$ cat src/rtl/plebk_pkg.sv
package plebk_pkg;
   localparam int unsigned CLK_HZ = 25_000_000;
   localparam logic [3:0] OFF_PERIOD   = 4'h0;
   localparam logic [3:0] OFF_SEVT     = 4'h4;
   localparam logic [3:0] OFF_LEBCTL   = 4'h8;
   localparam logic [3:0] OFF_LEBDLY   = 4'hc;
   localparam logic [3:0] OFF_AUX      = 4'h0;
   localparam logic [15:0] RST_PERIOD  = 16'hfff8;
   localparam logic [15:0] RST_SEVT    = 16'h0000;
   localparam logic [15:0] RST_LEBCTL  = 16'h0000;
   localparam logic [15:0] RST_LEBDLY  = 16'h0000;
   localparam logic [15:0] RST_AUX     = 16'h0000;
   localparam logic [15:0] LEBCTL_MASK = 16'hfc3f;
   localparam logic [15:0] LEBDLY_MASK = 16'h0fff;
   localparam logic [15:0] AUX_MASK    = 16'h0003;
   localparam int unsigned B_HRISE   = 15;
   localparam int unsigned B_HFALL   = 14;
   localparam int unsigned B_LRISE   = 13;
   localparam int unsigned B_LFALL   = 12;
   localparam int unsigned B_FLTEN   = 11;
   localparam int unsigned B_CLEN    = 10;
   localparam int unsigned B_SIGHI   = 5;
   localparam int unsigned B_SIGLO   = 4;
   localparam int unsigned B_HHI     = 3;
   localparam int unsigned B_HLO     = 2;
   localparam int unsigned B_LHI     = 1;
   localparam int unsigned B_LLO     = 0;
   localparam int unsigned SEL_W     = 2;
   localparam int unsigned DLY_W     = 12;
endpackage

$ cat src/rtl/plebk_top.sv
// Contract
// RULE1: hold 16-bit master time base period value, read/write
// RULE2: hold 16-bit special event compare value, compared against time base
// RULE3: enabled high-side rising edge starts blanking counter
// RULE4: enabled high-side falling edge starts blanking counter
// RULE5: enabled low-side rising edge starts blanking counter
// RULE6: enabled low-side falling edge starts blanking counter
// RULE7: edge blanking masks fault input only when fault enable set
// RULE8: edge blanking masks current-limit input only when its enable set
// RULE9: mask both inputs while selected blanking signal high, if enabled
// RULE10: mask both inputs while selected blanking signal low, if enabled
// RULE11: mask both inputs while high-side output high, if enabled
// RULE12: mask both inputs while high-side output low, if enabled
// RULE13: mask both inputs while low-side output high, if enabled
// RULE14: mask both inputs while low-side output low, if enabled
// RULE15: blanking signal chosen by selector field in auxiliary control register
// RULE16: control bits 9-6 ignore writes and read as zero
// RULE17: blanking lasts programmed interval; new enabled edge restarts it
//
// The implementer's own choices: the address map and the Wishbone slave port.
module plebk_top (
   input  wire logic                            clk_in,
   input  wire logic                            rst_in,
   input  wire logic                            wb_cyc_in,
   input  wire logic                            wb_stb_in,
   input  wire logic                            wb_we_in,
   input  wire logic [7:0]                      wb_adr_in,
   input  wire logic [3:0]                      wb_sel_in,
   input  wire logic [31:0]                     wb_dat_in,
   output logic      [31:0]                     wb_dat_out,
   output logic                                 wb_ack_out,
   input  wire logic [15:0]                     primary_master_timer_in,
   output logic                                 special_event_out,
   output logic      [15:0]                     master_period_value_out,
   input  wire logic                            high_side_output_in,
   input  wire logic                            low_side_output_in,
   input  wire logic [(1 << plebk_pkg::SEL_W)-1:0] blank_sources_in,
   input  wire logic                            fault_in,
   input  wire logic                            current_limit_in,
   output logic                                 fault_out,
   output logic                                 current_limit_out,
   output logic                                 blanking_active_out
);
   import plebk_pkg::*;

   typedef struct packed {
      logic [15:0]       period;
      logic [15:0]       sevt;
      logic [15:0]       lebctl;
      logic [15:0]       lebdly;
      logic [15:0]       aux;
      logic [31:0]       rdat;
      logic              ack;
      logic              h_d;
      logic              l_d;
      logic [DLY_W-1:0]  cnt;
      logic              sevt_p;
      logic              flt_q;
      logic              cl_q;
      logic              blank_q;
   } plebk_state_t;

   plebk_state_t st_r;
   plebk_state_t st_nxt;

   logic             req;
   logic             wr;
   logic [3:0]       adr;
   logic             aux_sel;
   logic [15:0]      wmask;
   logic             h_rise;
   logic             h_fall;
   logic             l_rise;
   logic             l_fall;
   logic             trig;
   logic             edge_blank;
   logic             sel_sig;
   logic             lvl_blank;

   function automatic logic [15:0] merge(input logic [15:0] old, input logic [31:0] d,
                                         input logic [15:0] m);
      merge = (old & ~m) | (d[15:0] & m);
   endfunction

   assign req     = wb_cyc_in & wb_stb_in & ~st_r.ack;
   assign wr      = req & wb_we_in;
   assign adr     = wb_adr_in[3:0];
   assign aux_sel = wb_adr_in[4];
   assign wmask   = {{8{wb_sel_in[1]}}, {8{wb_sel_in[0]}}};

   assign h_rise = high_side_output_in & ~st_r.h_d;
   assign h_fall = ~high_side_output_in & st_r.h_d;
   assign l_rise = low_side_output_in & ~st_r.l_d;
   assign l_fall = ~low_side_output_in & st_r.l_d;
   assign trig   = (h_rise & st_r.lebctl[B_HRISE])   // [RULE3]
                 | (h_fall & st_r.lebctl[B_HFALL])   // [RULE4]
                 | (l_rise & st_r.lebctl[B_LRISE])   // [RULE5]
                 | (l_fall & st_r.lebctl[B_LFALL]);  // [RULE6]
   assign edge_blank = trig | (st_r.cnt != '0);      // [RULE17]
   assign sel_sig    = blank_sources_in[st_r.aux[SEL_W-1:0]];  // [RULE15]
   assign lvl_blank  = (st_r.lebctl[B_SIGHI] & sel_sig)                 // [RULE9]
                     | (st_r.lebctl[B_SIGLO] & ~sel_sig)                // [RULE10]
                     | (st_r.lebctl[B_HHI] & high_side_output_in)       // [RULE11]
                     | (st_r.lebctl[B_HLO] & ~high_side_output_in)      // [RULE12]
                     | (st_r.lebctl[B_LHI] & low_side_output_in)        // [RULE13]
                     | (st_r.lebctl[B_LLO] & ~low_side_output_in);      // [RULE14]

   always_comb begin
      st_nxt = st_r;
      st_nxt.ack = req;
      st_nxt.h_d = high_side_output_in;
      st_nxt.l_d = low_side_output_in;
      if (wr && !aux_sel) begin
         case (adr)
            OFF_PERIOD: st_nxt.period = merge(st_r.period, wb_dat_in, wmask);  // [RULE1]
            OFF_SEVT:   st_nxt.sevt = merge(st_r.sevt, wb_dat_in, wmask);      // [RULE2]
            OFF_LEBCTL: st_nxt.lebctl = merge(st_r.lebctl, wb_dat_in,
                                              wmask & LEBCTL_MASK);          // [RULE16]
            OFF_LEBDLY: st_nxt.lebdly = merge(st_r.lebdly, wb_dat_in,
                                              wmask & LEBDLY_MASK);
            default: ;
         endcase
      end
      if (wr && aux_sel && adr == OFF_AUX) begin
         st_nxt.aux = merge(st_r.aux, wb_dat_in, wmask & AUX_MASK);
      end
      st_nxt.rdat = 32'h0000_0000;
      if (req && !aux_sel) begin
         case (adr)
            OFF_PERIOD: st_nxt.rdat = {16'h0000, st_r.period};
            OFF_SEVT:   st_nxt.rdat = {16'h0000, st_r.sevt};
            OFF_LEBCTL: st_nxt.rdat = {16'h0000, st_r.lebctl & LEBCTL_MASK};
            OFF_LEBDLY: st_nxt.rdat = {16'h0000, st_r.lebdly};
            default:    st_nxt.rdat = 32'h0000_0000;
         endcase
      end else if (req && adr == OFF_AUX) begin
         st_nxt.rdat = {16'h0000, st_r.aux};
      end
      // counter reloads on each enabled edge, then runs down to zero
      if (trig) begin
         st_nxt.cnt = st_r.lebdly[DLY_W-1:0];  // [RULE17]
      end else if (st_r.cnt != '0) begin
         st_nxt.cnt = st_r.cnt - 1'b1;
      end
      st_nxt.sevt_p  = (primary_master_timer_in == st_r.sevt);  // [RULE2]
      st_nxt.blank_q = edge_blank | lvl_blank;
      st_nxt.flt_q   = fault_in & ~lvl_blank
                     & ~(edge_blank & st_r.lebctl[B_FLTEN]);    // [RULE7]
      st_nxt.cl_q    = current_limit_in & ~lvl_blank
                     & ~(edge_blank & st_r.lebctl[B_CLEN]);     // [RULE8]
   end

   always_ff @(posedge clk_in) begin
      if (rst_in) begin
         st_r        <= '0;
         st_r.period <= RST_PERIOD;
         st_r.sevt   <= RST_SEVT;
         st_r.lebctl <= RST_LEBCTL;
         st_r.lebdly <= RST_LEBDLY;
         st_r.aux    <= RST_AUX;
      end else begin
         st_r <= st_nxt;
      end
   end

   assign wb_dat_out              = st_r.rdat;
   assign wb_ack_out              = st_r.ack;
   assign special_event_out       = st_r.sevt_p;
   assign master_period_value_out = st_r.period;
   assign fault_out               = st_r.flt_q;
   assign current_limit_out       = st_r.cl_q;
   assign blanking_active_out     = st_r.blank_q;
endmodule

$ cat config.mk
export PLATFORM = sky130hd
export DESIGN_NAME = plebk_top
export DESIGN_NICKNAME = d
export VERILOG_FILES = /design/src/rtl/plebk_pkg.sv /design/src/rtl/plebk_top.sv
export SDC_FILE = /design/constraint.sdc
export NUM_CORES = 1
export LEC_CHECK = 0
export ABC_AREA = 1
export BUFFER_PORTS_ARGS = -buffer_cell sky130_fd_sc_hd__buf_4
export CORE_AREA = 2 2 131 133
export DETAILED_ROUTE_END_ITERATION = 7
export DIE_AREA = 0 0 133 135
export GPL_TIMING_DRIVEN = 1
export PLACE_DENSITY = 0.56
export RECOVER_POWER = 50
export SYNTH_ARGS = -nofsm -noshare
export SYNTH_HDL_FRONTEND = slang
export SYNTH_SLANG_ARGS = --single-unit
$ cat constraint.sdc
create_clock -name clk_in -period 1.7 [get_ports clk_in]
set_input_delay 0.255 -clock clk_in [delete_from_list [all_inputs] [get_ports clk_in]]
set_output_delay 0.255 -clock clk_in [all_outputs]
set_load 0.01 [all_outputs]
==> results.md <==
- Status: complete, no violations
- Max H-tree Level: 3
- Setup Fix Bufs, Post-CTS: 0
- Die H: 135 um
- Post-Syn Area: 0.004851 mm2
- RSZ-0062 raised after global routing: no
- Worst clock skew: 8.001 ps
- Worst-path clk slew: 70 ps
- Area of the multi-input gates: 0.002253 mm2
- Max incr delay on CP: 330 ps
- Number of remaining DRC errors: 0
- CP Buf/Inv Count: 1
- Pin count of the biggest net entering global routing: 37
- Initial antenna violation count: 0
- Critical-path maximum fanout: 8
- Area growth syn-to-layout: 17.02%
- Vias in the first global route: 4,221
- Total Wirelength: 13,350 um
- DPL Wire Length: 10,390 um
- Post-synthesis sequential area ratio: 38.38%
- Number of endpoints failing setup at the final stage: 0
- Routability cong.: 0.8904
- Sequential share of power: 39.6%
- Synth Register Bits: 93
- Mapped Cells: 749
- Fin crit period: 1485 ps
- CP cell instances: nor2_2, nand2_2, nor2_4, nand3_2, buf_4, nand2_1, nand3_1
- Largest family of logic cells by synthesized area: simple AND/OR/NAND/NOR gates
- Filler Cell Count: 1,843
- Asr flop ratio synth: 0%
- CTS Buf Count: 9
- Vias per cell: 4.300
- Crit path max-delay family: simple AND/OR/NAND/NOR gates
- DRT iter0 DRCs: 271
- Crit-path slowest cell: dfxtp_1
- Top-count cell post-synth: nand2_1
- Met3 wire len: 617 um
- CTS max path bufs: 2
- Root buffer cell: clkbuf_16
- Critical path type: reg2reg
- Die Width: 133 um
- Ant. Diodes: 0
- Internal cell power: 4.077 mW
- Layout cells sized above 1: 11.60%
- Routed vias: 4,468
- Compound-gate portion of the synthesized area: 6.474%
- First-pass GRT wire length: 21,800 um
- CTS tree: yes
- Wl on met1: 6603 um
- Placement row count: 47
- Relative slew slack: 65.65%
- Clk Latency, worst-skew pair: 350 ps
- CP Data Arrival Time: 1720 ps
- Post-synth EDFFs: 0
- Max VDD drop: 0.6029 mV
- Synth unique cells: 31
- Psw: 2.038 mW
- Sw Share: 33.32%
- Core Area: 0.01641 mm2
- Die area: 0.01796 mm2
- Clk pwr share: 33.8%
- Resize count post-CTS: 0
- Final Hold Viols: 0
- Total Routing Usage GR: 15.57%
- Fin util: 34.60%
- CP Capture Type: register
- Top FF cell, synth: dfxtp_1
- Top cell type's share of synthesized area: 38.38%
- Cell taking the most area after synthesis: dfxtp_1
- Worst-margin pin slew: 515.2 ps
- DRT Pass-1 Iters: 5
- Met2 WL: 5977 um
- R2R setup slack: 220 ps
- Max Slew Vio Count: 0
- CTS sink cnt: 93
- Initial Util: 29.57%
- Final net count: 889
- Post-Synth Simple-Gate Area: 36.47%
- FMAX: 0.6735 GHz
- Syn_area_per_cell: 6.477 um2
- Post-Route Setup TNS: 0 ps
- Multiplexer area fraction after synthesis: 0%
- Routed WL per cell: 12.85 um
- Synth Area in Adders: 0.5159%
- Max-cap violations: 0
- Startpoint class of the critical path: register
- Port bufs: 88
- Grt total ovfl: 0
- # IOs: 126
- Register Area: 0.001862 mm2
- Synth warn: 0
- Hold WC Path Type: in2reg
- Synth area leaders: dfxtp_1 38%, nand2_1 17%, nor2_1 11%
- Most common library cells after synthesis: 224 x nand2_1, 148 x nor2_1, 93 x dfxtp_1
- P_leak: 2.825 nW
- XOR/XNOR share of the synthesized area: 1.806%
- Hold buffer count at cts: 0
- Power Density: 1077 mW/mm2
- Antenna Nets Post-Route: 0
- Combinational power share: 26.6%
- Tcrit/Tclk final: 87.35%
- Highest routed layer: met4
- Req. time, crit path: 1940 ps
-- power by group through the flow --
stage / logic [mW] / clock network (mW) / registers, mW
final: 1.62 / 2.07 / 2.42
after global routing: 1.88 / 2.22 / 2.44
after CTS: 1.66 / 2.12 / 2.42
after detailed placement: 1.66 / 0 / 2.47
after global placement: 1.64 / 0 / 2.47
after floorplan: 1.20 / 0 / 2.46
-- final cells by class --
type                            instances  area share, %
Tap cell                              220          4.849
Clock buffer                           10          4.034
Multi-Input combinational cell        515          39.70
Clock inverter                          6          1.256
Sequential cell                        93          32.80
Timing Repair Buffer                  107          11.55
Inverter                               88          5.819
-- metrics by stage --
step | instance area, um2 | total power, mW | hold slack, ps | setup WS [ps] | cells
global placement | 5539 | 4.111 | 458.2 | 151.3 | 1023
detailed placement | 5539 | 4.129 | 466.7 | 146.5 | 1023
floorplan | 4907 | 3.652 | 368.2 | 389.4 | 764
global route | 5677 | 6.545 | 138.3 | 52.28 | 1039
finish | 5677 | 6.115 | 129.1 | 215.1 | 1039
CTS | 5839 | 6.205 | 122.2 | 183.5 | 1039
-- layout by cell type (no fill, tap or decap), types with 2 or more instances in the layout --
cell type / Yosys / routed
nor3_1: 3 / 3
buf_4: 48 / 63
o22ai_1: 13 / 13
clkbuf_16: 0 / 9
nand2_1: 224 / 224
ha_1: 2 / 2
clkinvlp_4: 0 / 2
inv_2: 3 / 3
inv_1: 84 / 84
xnor2_1: 7 / 7
o21ai_0: 20 / 20
nand3_2: 7 / 7
conb_1: 1 / 16
o211ai_1: 4 / 4
clkinv_4: 0 / 2
xor2_1: 3 / 3
nand3_1: 38 / 38
a21oi_1: 12 / 12
nand4_1: 6 / 6
dfxtp_1: 93 / 93
clkbuf_1: 9 / 43
o221ai_1: 4 / 4
nor2_1: 148 / 149
-- cells by family (layout without fill, tap and decap cells) --
kind of cell,after synthesis,in the layout
AND/OR/NAND/NOR,433,433
AO/OA/AOI/OAI,54,54
buffers and inverters,156,211
other,1,16
flip-flops,93,93
adder cells (fa/ha/maj),2,2
XOR/XNOR,10,10
-- worst paths after layout --
kind | cells past startpoint | to | start
setup / recovery | 7 | register | wb_ack_out$_SDFF_PP0_
hold / removal | 3 | register | wb_dat_in[6]
setup reg to reg | 7 | register | wb_ack_out$_SDFF_PP0_
hold reg to reg | 2 | st_r[4]$_SDFFE_PP0N_ | st_r[4]$_SDFFE_PP0N_
-- tightest hold or removal path, stage by stage --
cell	delay, ps
buf_4	100
nand2_1	50
nand3_1	50
-- per-layer routing --
metal,track usage [%],up-vias
li1,-,2372
met3,3.679,9
met5,0,-
met1,20.96,1996
met2,25.19,91
met4,3.943,0
(Power assumes the default switching activity.)
